$ cat src/core/conv_seq_map.vh
`ifndef CONV_SEQ_MAP_VH
`define CONV_SEQ_MAP_VH

// register byte offsets
`define OFS_DEV_CFG1 8'h00
`define OFS_SENS_CFG1 8'h04
`define OFS_TEMP_CFG 8'h08
`define OFS_INT_CFG1 8'h0C
`define OFS_DEV_CFG2 8'h10
`define OFS_THR_X 8'h14
`define OFS_THR_Y 8'h18
`define OFS_THR_Z 8'h1C
`define OFS_TRIG 8'h20
`define OFS_STATUS 8'h24
`define OFS_RES_T 8'h28
`define OFS_RES_X 8'h2C
`define OFS_RES_Y 8'h30
`define OFS_RES_Z 8'h34

// device config 1: averaging factor field
`define AVG_LSB 2
`define AVG_MSB 4
`define AVG_MAX 3'h5
// device config 2: operating mode field
`define MODE_LSB 0
`define MODE_MSB 1
`define MODE_TRIG 2'h0
`define MODE_WAKE 2'h3
`define MODE_CONT 2'h2
// sensor config 1: axis enable field
`define CHEN_LSB 4
`define CHEN_MSB 7
`define CHEN_XZX 4'hB
`define CHEN_YZY 4'hC
// temperature config: enable bit
`define TEN_BIT 0
// int config 1: result int enable, threshold int enable, direction, hysteresis
`define INT_RES_BIT 7
`define INT_THR_BIT 6
`define DIR_BIT 3
`define HYST_BIT 2

// reset values
`define RST_DEV_CFG1 8'h00
`define RST_SENS_CFG1 8'h00
`define RST_TEMP_CFG 8'h00
`define RST_INT_CFG1 8'h00
`define RST_DEV_CFG2 8'h00
`define RST_THR 16'h0000

// timing
`define CLK_HZ 20000000
`define SAMPLE_NS 1000
`define SAMPLE_CYC ((`SAMPLE_NS * (`CLK_HZ / 1000000) + 999) / 1000)
`define WAKE_US 10000
`define WAKE_CYC (`WAKE_US * (`CLK_HZ / 1000000))

`endif

$ cat src/core/conv_seq.v
`include "conv_seq_map.vh"
`timescale 1ns/1ps
`default_nettype none

module conv_seq #(
    parameter integer SAMPLE_CYC = `SAMPLE_CYC,
    parameter integer WAKE_CYC = `WAKE_CYC
) (
    input wire i_clk,
    input wire i_rst,
    input wire i_psel,
    input wire i_penable,
    input wire i_pwrite,
    input wire [7:0] i_paddr,
    input wire [31:0] i_pwdata,
    output wire [31:0] o_prdata,
    output wire o_pready,
    output wire o_pslverr,
    input wire i_int_in,
    output wire o_int_out,
    output wire o_int_oe,
    output wire o_sample_req,
    output wire [1:0] o_sample_ch,
    input wire i_sample_valid,
    input wire [15:0] i_sample_data
);
    localparam [4:0] S_IDLE = 5'h01;
    localparam [4:0] S_REQ = 5'h02;
    localparam [4:0] S_WAIT = 5'h04;
    localparam [4:0] S_STORE = 5'h08;
    localparam [4:0] S_SLEEP = 5'h10;
    localparam [1:0] CH_T = 2'h0;
    localparam [1:0] CH_X = 2'h1;
    localparam [1:0] CH_Y = 2'h2;
    localparam [1:0] CH_Z = 2'h3;

    reg [7:0] dev_cfg1_q;
    reg [7:0] sens_cfg1_q;
    reg [7:0] temp_cfg_q;
    reg [7:0] int_cfg1_q;
    reg [7:0] dev_cfg2_q;
    reg [15:0] thr_q [0:2];
    reg [15:0] res_q [0:3];
    reg [4:0] state_q;
    reg [2:0] step_q;
    reg [5:0] avg_cnt_q;
    reg [20:0] acc_q;
    reg [23:0] timer_q;
    reg busy_q;
    reg int_low_q;
    reg [2:0] hit_q;
    reg [2:0] inside_q;
    reg int_s1_q;
    reg int_s2_q;
    reg int_s3_q;
    reg cmd_trig_q;

    wire apb_wr = i_psel & i_penable & i_pwrite;
    wire apb_rd_ack = i_psel & i_penable & ~i_pwrite;
    wire [1:0] mode = dev_cfg2_q[`MODE_MSB:`MODE_LSB];
    wire [3:0] axis_channel_enable = sens_cfg1_q[`CHEN_MSB:`CHEN_LSB];
    wire [2:0] avg_sel = (dev_cfg1_q[`AVG_MSB:`AVG_LSB] > `AVG_MAX) ? `AVG_MAX :
        dev_cfg1_q[`AVG_MSB:`AVG_LSB];
    wire threshold_direction_select = int_cfg1_q[`DIR_BIT];
    wire threshold_hysteresis_select = int_cfg1_q[`HYST_BIT];
    wire x_z_x_sampling_order = (axis_channel_enable == `CHEN_XZX);
    wire y_z_y_sampling_order = (axis_channel_enable == `CHEN_YZY);
    wire pin_fall = int_s3_q & ~int_s2_q & ~o_int_oe;
    wire trig_evt = cmd_trig_q | pin_fall;
    wire [5:0] avg_n = 6'h01 << avg_sel;

    // channel for each sequence step; step 0 temperature, 1..3 axes
    reg [1:0] ch_d;
    reg step_en_d;
    always @* begin
        ch_d = CH_T;
        step_en_d = 1'b0;
        if (x_z_x_sampling_order || y_z_y_sampling_order) begin
            case (step_q)
                3'h0: begin
                    ch_d = CH_T;
                    step_en_d = temp_cfg_q[`TEN_BIT];
                end
                3'h1: begin
                    ch_d = x_z_x_sampling_order ? CH_X : CH_Y;
                    step_en_d = 1'b1;
                end
                3'h2: begin
                    ch_d = CH_Z;
                    step_en_d = 1'b1;
                end
                3'h3: begin
                    ch_d = x_z_x_sampling_order ? CH_X : CH_Y;
                    step_en_d = 1'b1;
                end
                default: begin
                    ch_d = CH_T;
                    step_en_d = 1'b0;
                end
            endcase
        end else begin
            case (step_q)
                3'h0: begin
                    ch_d = CH_T;
                    step_en_d = temp_cfg_q[`TEN_BIT];
                end
                3'h1: begin
                    ch_d = CH_X;
                    step_en_d = axis_channel_enable[0];
                end
                3'h2: begin
                    ch_d = CH_Y;
                    step_en_d = axis_channel_enable[1];
                end
                3'h3: begin
                    ch_d = CH_Z;
                    step_en_d = axis_channel_enable[2];
                end
                default: begin
                    ch_d = CH_T;
                    step_en_d = 1'b0;
                end
            endcase
        end
    end

    // accumulator holds every sample of the step, sign extended
    wire [20:0] acc_sum = acc_q + {{5{i_sample_data[15]}}, i_sample_data};
    wire [15:0] avg_val = acc_q[15 + avg_sel -: 16];

    // limit-cross compare per axis, signed results
    function hit_fn;
        input [15:0] val;
        input [15:0] thr;
        input dir;
        input hyst;
        reg signed [16:0] v;
        reg signed [16:0] t;
        reg outside;
        begin
            v = {val[15], val};
            t = {thr[15], thr};
            outside = (v > t) || (v < -t);
            case ({hyst, dir})
                2'b00: hit_fn = v > t;
                2'b01: hit_fn = v < t;
                2'b10: hit_fn = outside;
                2'b11: hit_fn = ~outside;
                default: hit_fn = 1'b0;
            endcase
        end
    endfunction

    // hits including the axis stored this cycle, so the last axis counts too
    wire store_ok = state_q == S_STORE && step_en_d && avg_cnt_q == avg_n;
    wire cur_hit = store_ok && ch_d != CH_T && int_cfg1_q[`INT_THR_BIT] &&
        hit_fn(avg_val, thr_q[ch_d - 2'h1], threshold_direction_select,
        threshold_hysteresis_select);
    wire [2:0] hit_d = hit_q | ({2'b00, cur_hit} << (ch_d - 2'h1));

    always @(posedge i_clk or posedge i_rst) begin
        if (i_rst) begin
            int_s1_q <= 1'b1;
            int_s2_q <= 1'b1;
            int_s3_q <= 1'b1;
        end else begin
            int_s1_q <= i_int_in;
            int_s2_q <= int_s1_q;
            int_s3_q <= int_s2_q;
        end
    end

    always @(posedge i_clk or posedge i_rst) begin
        if (i_rst) begin
            dev_cfg1_q <= `RST_DEV_CFG1;
            sens_cfg1_q <= `RST_SENS_CFG1;
            temp_cfg_q <= `RST_TEMP_CFG;
            int_cfg1_q <= `RST_INT_CFG1;
            dev_cfg2_q <= `RST_DEV_CFG2;
            thr_q[0] <= `RST_THR;
            thr_q[1] <= `RST_THR;
            thr_q[2] <= `RST_THR;
            cmd_trig_q <= 1'b0;
        end else begin
            cmd_trig_q <= 1'b0;
            if (state_q == S_STORE && step_q == 3'h3 && mode == `MODE_WAKE && (|hit_d))
                dev_cfg2_q[`MODE_MSB:`MODE_LSB] <= `MODE_TRIG;
            if (apb_wr) begin
                case (i_paddr)
                    `OFS_DEV_CFG1: dev_cfg1_q <= i_pwdata[7:0];
                    `OFS_SENS_CFG1: sens_cfg1_q <= i_pwdata[7:0];
                    `OFS_TEMP_CFG: temp_cfg_q <= i_pwdata[7:0];
                    `OFS_INT_CFG1: int_cfg1_q <= i_pwdata[7:0];
                    `OFS_DEV_CFG2: dev_cfg2_q <= i_pwdata[7:0];
                    `OFS_THR_X: thr_q[0] <= i_pwdata[15:0];
                    `OFS_THR_Y: thr_q[1] <= i_pwdata[15:0];
                    `OFS_THR_Z: thr_q[2] <= i_pwdata[15:0];
                    `OFS_TRIG: cmd_trig_q <= i_pwdata[0];
                    default: cmd_trig_q <= 1'b0;
                endcase
            end
        end
    end

    always @(posedge i_clk or posedge i_rst) begin
        if (i_rst) begin
            state_q <= S_IDLE;
            step_q <= 3'h0;
            avg_cnt_q <= 6'h00;
            acc_q <= 21'h000000;
            timer_q <= 24'h000000;
            busy_q <= 1'b0;
            hit_q <= 3'h0;
            inside_q <= 3'h0;
            res_q[0] <= 16'h0000;
            res_q[1] <= 16'h0000;
            res_q[2] <= 16'h0000;
            res_q[3] <= 16'h0000;
        end else begin
            case (state_q)
                S_IDLE: begin
                    step_q <= 3'h0;
                    acc_q <= 21'h000000;
                    avg_cnt_q <= 6'h00;
                    hit_q <= 3'h0;
                    busy_q <= 1'b0;
                    if (mode == `MODE_CONT ||
                        (mode == `MODE_TRIG && trig_evt) || mode == `MODE_WAKE) begin
                        busy_q <= 1'b1;
                        state_q <= S_REQ;
                    end
                end
                S_REQ: begin
                    if (step_en_d) begin
                        state_q <= S_WAIT;
                    end else if (step_q == 3'h3) begin
                        state_q <= S_STORE;
                    end else begin
                        step_q <= step_q + 3'h1;
                    end
                end
                S_WAIT: begin
                    if (i_sample_valid) begin
                        acc_q <= acc_sum;
                        avg_cnt_q <= avg_cnt_q + 6'h01;
                        if (avg_cnt_q + 6'h01 == avg_n) begin
                            state_q <= S_STORE;
                        end else begin
                            state_q <= S_REQ;
                        end
                    end
                end
                S_STORE: begin
                    if (store_ok)
                        res_q[ch_d] <= avg_val;
                    hit_q <= hit_d;
                    acc_q <= 21'h000000;
                    avg_cnt_q <= 6'h00;
                    if (step_q == 3'h3) begin
                        inside_q <= hit_d;
                        if (mode == `MODE_WAKE && hit_d == 3'h0) begin
                            timer_q <= WAKE_CYC[23:0];
                            state_q <= S_SLEEP;
                        end else begin
                            state_q <= S_IDLE;
                        end
                    end else begin
                        step_q <= step_q + 3'h1;
                        state_q <= S_REQ;
                    end
                end
                S_SLEEP: begin
                    if (mode != `MODE_WAKE)
                        state_q <= S_IDLE;
                    else if (timer_q == 24'h000000)
                        state_q <= S_IDLE;
                    else
                        timer_q <= timer_q - 24'h000001;
                end
                default: state_q <= S_IDLE;
            endcase
        end
    end

    // pin drive: low for SAMPLE_CYC + 1 cycles after a completed sequence, if result int is enabled or a threshold hit
    reg [15:0] pulse_q;
    wire seq_done = state_q == S_STORE && step_q == 3'h3;
    wire fire = seq_done && ((int_cfg1_q[`INT_RES_BIT]) ||
        (int_cfg1_q[`INT_THR_BIT] && (|hit_d)));
    always @(posedge i_clk or posedge i_rst) begin
        if (i_rst) begin
            int_low_q <= 1'b0;
            pulse_q <= 16'h0000;
        end else if (fire) begin
            int_low_q <= 1'b1;
            pulse_q <= SAMPLE_CYC[15:0];
        end else if (pulse_q != 16'h0000) begin
            pulse_q <= pulse_q - 16'h0001;
        end else begin
            int_low_q <= 1'b0;
        end
    end

    assign o_int_out = 1'b0;
    assign o_int_oe = int_low_q;
    // held until the answer, low at least a cycle between samples
    assign o_sample_req = (state_q == S_WAIT);
    assign o_sample_ch = ch_d;

    reg [31:0] rdata_d;
    always @* begin
        case (i_paddr)
            `OFS_DEV_CFG1: rdata_d = {24'h000000, dev_cfg1_q};
            `OFS_SENS_CFG1: rdata_d = {24'h000000, sens_cfg1_q};
            `OFS_TEMP_CFG: rdata_d = {24'h000000, temp_cfg_q};
            `OFS_INT_CFG1: rdata_d = {24'h000000, int_cfg1_q};
            `OFS_DEV_CFG2: rdata_d = {24'h000000, dev_cfg2_q};
            `OFS_THR_X: rdata_d = {16'h0000, thr_q[0]};
            `OFS_THR_Y: rdata_d = {16'h0000, thr_q[1]};
            `OFS_THR_Z: rdata_d = {16'h0000, thr_q[2]};
            `OFS_STATUS: rdata_d = {24'h000000, 2'h0, inside_q, int_s2_q, busy_q, int_low_q};
            `OFS_RES_T: rdata_d = {16'h0000, res_q[0]};
            `OFS_RES_X: rdata_d = {16'h0000, res_q[1]};
            `OFS_RES_Y: rdata_d = {16'h0000, res_q[2]};
            `OFS_RES_Z: rdata_d = {16'h0000, res_q[3]};
            default: rdata_d = 32'h00000000;
        endcase
    end
    assign o_prdata = apb_rd_ack ? rdata_d : 32'h00000000;
    assign o_pready = 1'b1;
    assign o_pslverr = 1'b0;
endmodule

`default_nettype wire

$ cat config.mk
export PLATFORM = sky130hd
export DESIGN_NAME = conv_seq
export DESIGN_NICKNAME = d
export VERILOG_FILES = /design/src/core/conv_seq.v
export VERILOG_INCLUDE_DIRS = /design/src /design/src/core
export SDC_FILE = /design/constraint.sdc
export NUM_CORES = 1
export LEC_CHECK = 0
export ABC_CLOCK_PERIOD_IN_PS = 16129
export BUFFER_PORTS_ARGS = -buffer_cell sky130_fd_sc_hd__buf_2
export CAP_MARGIN = 20
export CORE_ASPECT_RATIO = 0.8
export CORE_MARGIN = 5
export CORE_UTILIZATION = 31
export DETAILED_ROUTE_END_ITERATION = 7
export GPL_TIMING_DRIVEN = 1
export PLACE_DENSITY = 0.57
export SYNTH_ARGS = -nofsm -noshare
export SYNTH_HDL_FRONTEND = slang
export SYNTH_SLANG_ARGS = --single-unit
$ cat constraint.sdc
create_clock -name i_clk -period 16.13 [get_ports i_clk]
set_input_delay 0.8065 -clock i_clk [delete_from_list [all_inputs] [get_ports i_clk]]
set_output_delay 0.8065 -clock i_clk [all_outputs]
set_load 0.03 [all_outputs]
==> key figures <==
Outcome
  – Status: finished, final reports clean

Floorplanning
  – IO Pins: around 100
  – Area of the core: 45800 um2
  – Row count: 70
  – Die Area: slightly above 50000 um2
  – Die height: roughly 200 um
  – Starting Density: a little under a third
  – Width of the die: around 250 um

Placement
  – Global placer's final weighted congestion: 0.872
  – Detailed placement HPWL: about 30 mm
  – Port Buffers: 66
  – Placed Cells: ~2100
  – Post-DP Area: ~15000 um2

Setup path
  – WS Path Type: register to register
  – CP most frequent cell: o21ai_0
  – R2R Setup Slk: slightly below 8 ns
  – Path depth of the worst reg2reg path: 26
  – CP required: 16.56 ns
  – WP data arrival: roughly 9 ns
  – Max incr delay on CP: between 0.6 and 0.7 ns
  – Worst Path Max Fanout: 17
  – Setup crit end kind: register
  – Reg2reg end: timer_q[1]
  – Worst path slowest cell: o21ai_0
  – FF-to-FF Start: sens_cfg1_q[6]
  – CP Launch Type: register

Clocking
  – Setup repair bufs after CTS: 0
  – Clock Tree Root: clkbuf_16
  – CTS resizes: 0
  – CTS buffer count: 26
  – Worst skew pair latency: around 0.55 ns
  – Clock transition at path regs: 0.06 ns
  – CTS Buffer Depth: 3
  – CTS Hold Bufs: 0
  – Clock sinks: about 240
  – CTS tree: yes
  – H-tree depth: 1

Route
  – Wire per inst: 20.2 um
  – Drc violations: 0
  – Vias: around 12000
  – Via-per-instance ratio: roughly 5.4
  – Drt first pass iters: 5
  – Iter 0 DRT Violations: 1227
  – Post-DRT Antenna Nets: 0
  – DRT Wirelength: roughly 44 mm

Power and ir drop
  – Internal power: between 1 and 1.5 mW
  – Sequential Power Share: 35.0%
  – Power density cells: about 130 nW/um2
  – Sw frac: approximately 36%
  – Sw power: ~730 uW
  – Lkg Pwr: between 7 and 8 nW
  – Maximum vdd drop: slightly below 0.0001 V
  – Combinational share of power: 33.7%
  – Clock power share: a little under a third

Worst hold path
  – Hold Path End: int_s2_q
  – Hold Path Class: register to register
  – Hold Path Depth: 0
  – Min-delay src: int_s1_q

Yosys
  – Synth area leader: dfrtp_1
  – Yosys warnings: 0
  – Ranking of synthesized cells by area: dfrtp_1 41%, mux2_2 7.8%, ha_1 5.7%
  – Synthesized area per cell: roughly 9.6 um2
  – Seq cells post-synth: 239
  – Number of distinct library cells after synthesis: a little under 90
  – Post-synth EDFFs: 0
  – Mapped cell area: about 14000 um2
  – Dominant synthesized flop cell: dfrtp_1
  – Mapped Cells: 1500
  – Yosys top cell area share: approximately two fifths
  – Asr flop ratio synth: 100%
  – Sequential fraction of the synthesis area: roughly two fifths

Timing
  – Final Max Slew Viols: 0
  – Final period util: about 52%
  – Setup TNS: 0 ns
  – Slew @ Worst Pin: between 1 and 1.5 ns
  – Clk_skew: 0.0109 ns
  – Final-report hold violation count: 0
  – Max frequency: 0.119 GHz
  – Min cycle time layout: between 8 and 9 ns
  – WHS: roughly 0.36 ns
  – Rel. slew slack: a little under a quarter
  – RSZ-0062 raised after global routing: false
  – Setup violators final: 0

Global route
  – Vias in the first global route: about 11000
  – Total Routing Usage GR: 16.7%
  – First-pass GRT wire length: around 70 mm
  – GR Overflow Total: 0
  – Initial antenna violation count: 3
  – Largest net degree at the start of global routing: approximately 120

Cells and area
  – Fin cells: about 2200
  – Area taken by multi-input logic gates: between 7000 and 8000 um2
  – Most common cell after layout, fill and taps aside: dfrtp_1
  – Fin area: between 15000 and 20000 um2
  – Seq. cell area: 5990 um2
  – Share of cells above drive strength 1: roughly 17%
  – Final #Nets: about 1700
  – P&R area growth vs syn: 13.0%
  – Layout fillers: approximately 4600
  – Commonest cells after routing, fill and taps aside: 235 x dfrtp_1, 191 x nand2_1, 128 x o21ai_0

Flow run
  – Max cap viols: 0
[power by group through the flow]
stage	sequential [mW]	combinational (mW)	clock (mW)
floorplan	0.702	0.522	0
global placement	0.725	0.668	0
detailed placement	0.726	0.682	0
CTS	0.716	0.687	0.653
global route	0.725	0.772	0.679
finish	0.716	0.690	0.639
[flip-flops by register name, indices dropped and copies added, names as in the netlist, 8 cells and up]
name / cells
int_cfg1_q: 8
dev_cfg2_q: 8
timer_q: 24
res_q: 64
pulse_q: 16
temp_cfg_q: 8
acc_q: 21
dev_cfg1_q: 8
thr_q: 48
sens_cfg1_q: 8
[critical path, delay by kind of cell, from the launching register on]
kind / cells / cell delay [ns]
and+or+nand+nor: 8 / 2.15
AOI/OAI and AO/OA: 11 / 3.14
adders and majority gates: 2 / 0.89
xor gates and xnor gates: 1 / 0.13
DFF: 1 / 0.48
buffers and inverters: 2 / 0.84
muxes: 2 / 0.63
[per-stage QoR]
stage	utilization, %	setup WS [ns]	power, mW
2_1_floorplan	-	8.77	1.22
3_3_place_gp	33.5	8.00	1.39
3_5_place_dp	33.5	7.86	1.41
4_1_cts	35.5	7.86	2.06
5_1_grt	35.5	7.26	2.18
6_report	35.5	7.70	2.04
[worst max-delay path by stage]
stage                        start    endpoint  slack (ns)  cells past startpoint
floorplan                    i_rst    acc_q[0]        8.77                      1
global placement         step_q[2]  timer_q[1]        8.00                     26
detailed placement  sens_cfg1_q[6]  timer_q[1]        7.86                     26
CTS                 sens_cfg1_q[6]  timer_q[1]        7.86                     26
global route        sens_cfg1_q[6]  timer_q[1]        7.26                     26
finish              sens_cfg1_q[6]  timer_q[1]        7.70                     26
[layer usage]
layer,up-vias,track usage (%),wire (um),share of wire [%]
met5,-,0,13,0.030
met4,2,3.18,822,1.9
met3,58,3.32,3250,7.4
met2,381,25.0,18800,43
met1,5861,25.3,21100,48
li1,5572,-,-,-
[logic make-up after synthesis]
kind of cell | Yosys count | share of synthesized area (%)
simple gates | 455 | 15.1
compound gates | 405 | 19.2
flops | 239 | 41.5
mux | 143 | 10.9
buf+inv | 139 | 4.31
fa+ha+maj | 67 | 5.87
xor+xnor | 50 | 3.04
other cells | 2 | 0.0521
[cell usage after synthesis (15+ instances only)]
| cell type | number |
|---|---|
| nor2_1 | 90 |
| and3_1 | 19 |
| clkbuf_1 | 52 |
| mux2i_1 | 40 |
| ha_1 | 66 |
| a21oi_1 | 50 |
| mux2_2 | 100 |
| or3_1 | 18 |
| a22o_1 | 15 |
| a31oi_1 | 23 |
| nand2_1 | 191 |
| dfrtp_1 | 235 |
| inv_1 | 49 |
| a22oi_1 | 33 |
| o21ai_0 | 128 |
| a221oi_1 | 18 |
| o31ai_1 | 16 |
| nand3_1 | 26 |
| xnor2_1 | 26 |
| nor3_1 | 21 |
| buf_4 | 20 |
| xor2_1 | 24 |
[area by class of cell]
| type | count | share of cell area, % |
|---|---|---|
| diodes | 1 | 0.0154 |
| clock buffers | 37 | 4.57 |
| clock inverters | 10 | 0.938 |
| inverters | 53 | 1.28 |
| multi-input cells | 1139 | 48.4 |
| flip-flops and latches | 239 | 36.8 |
| well taps | 612 | 4.70 |
| repair buffers | 92 | 3.31 |
(Power assumes the default switching activity.)
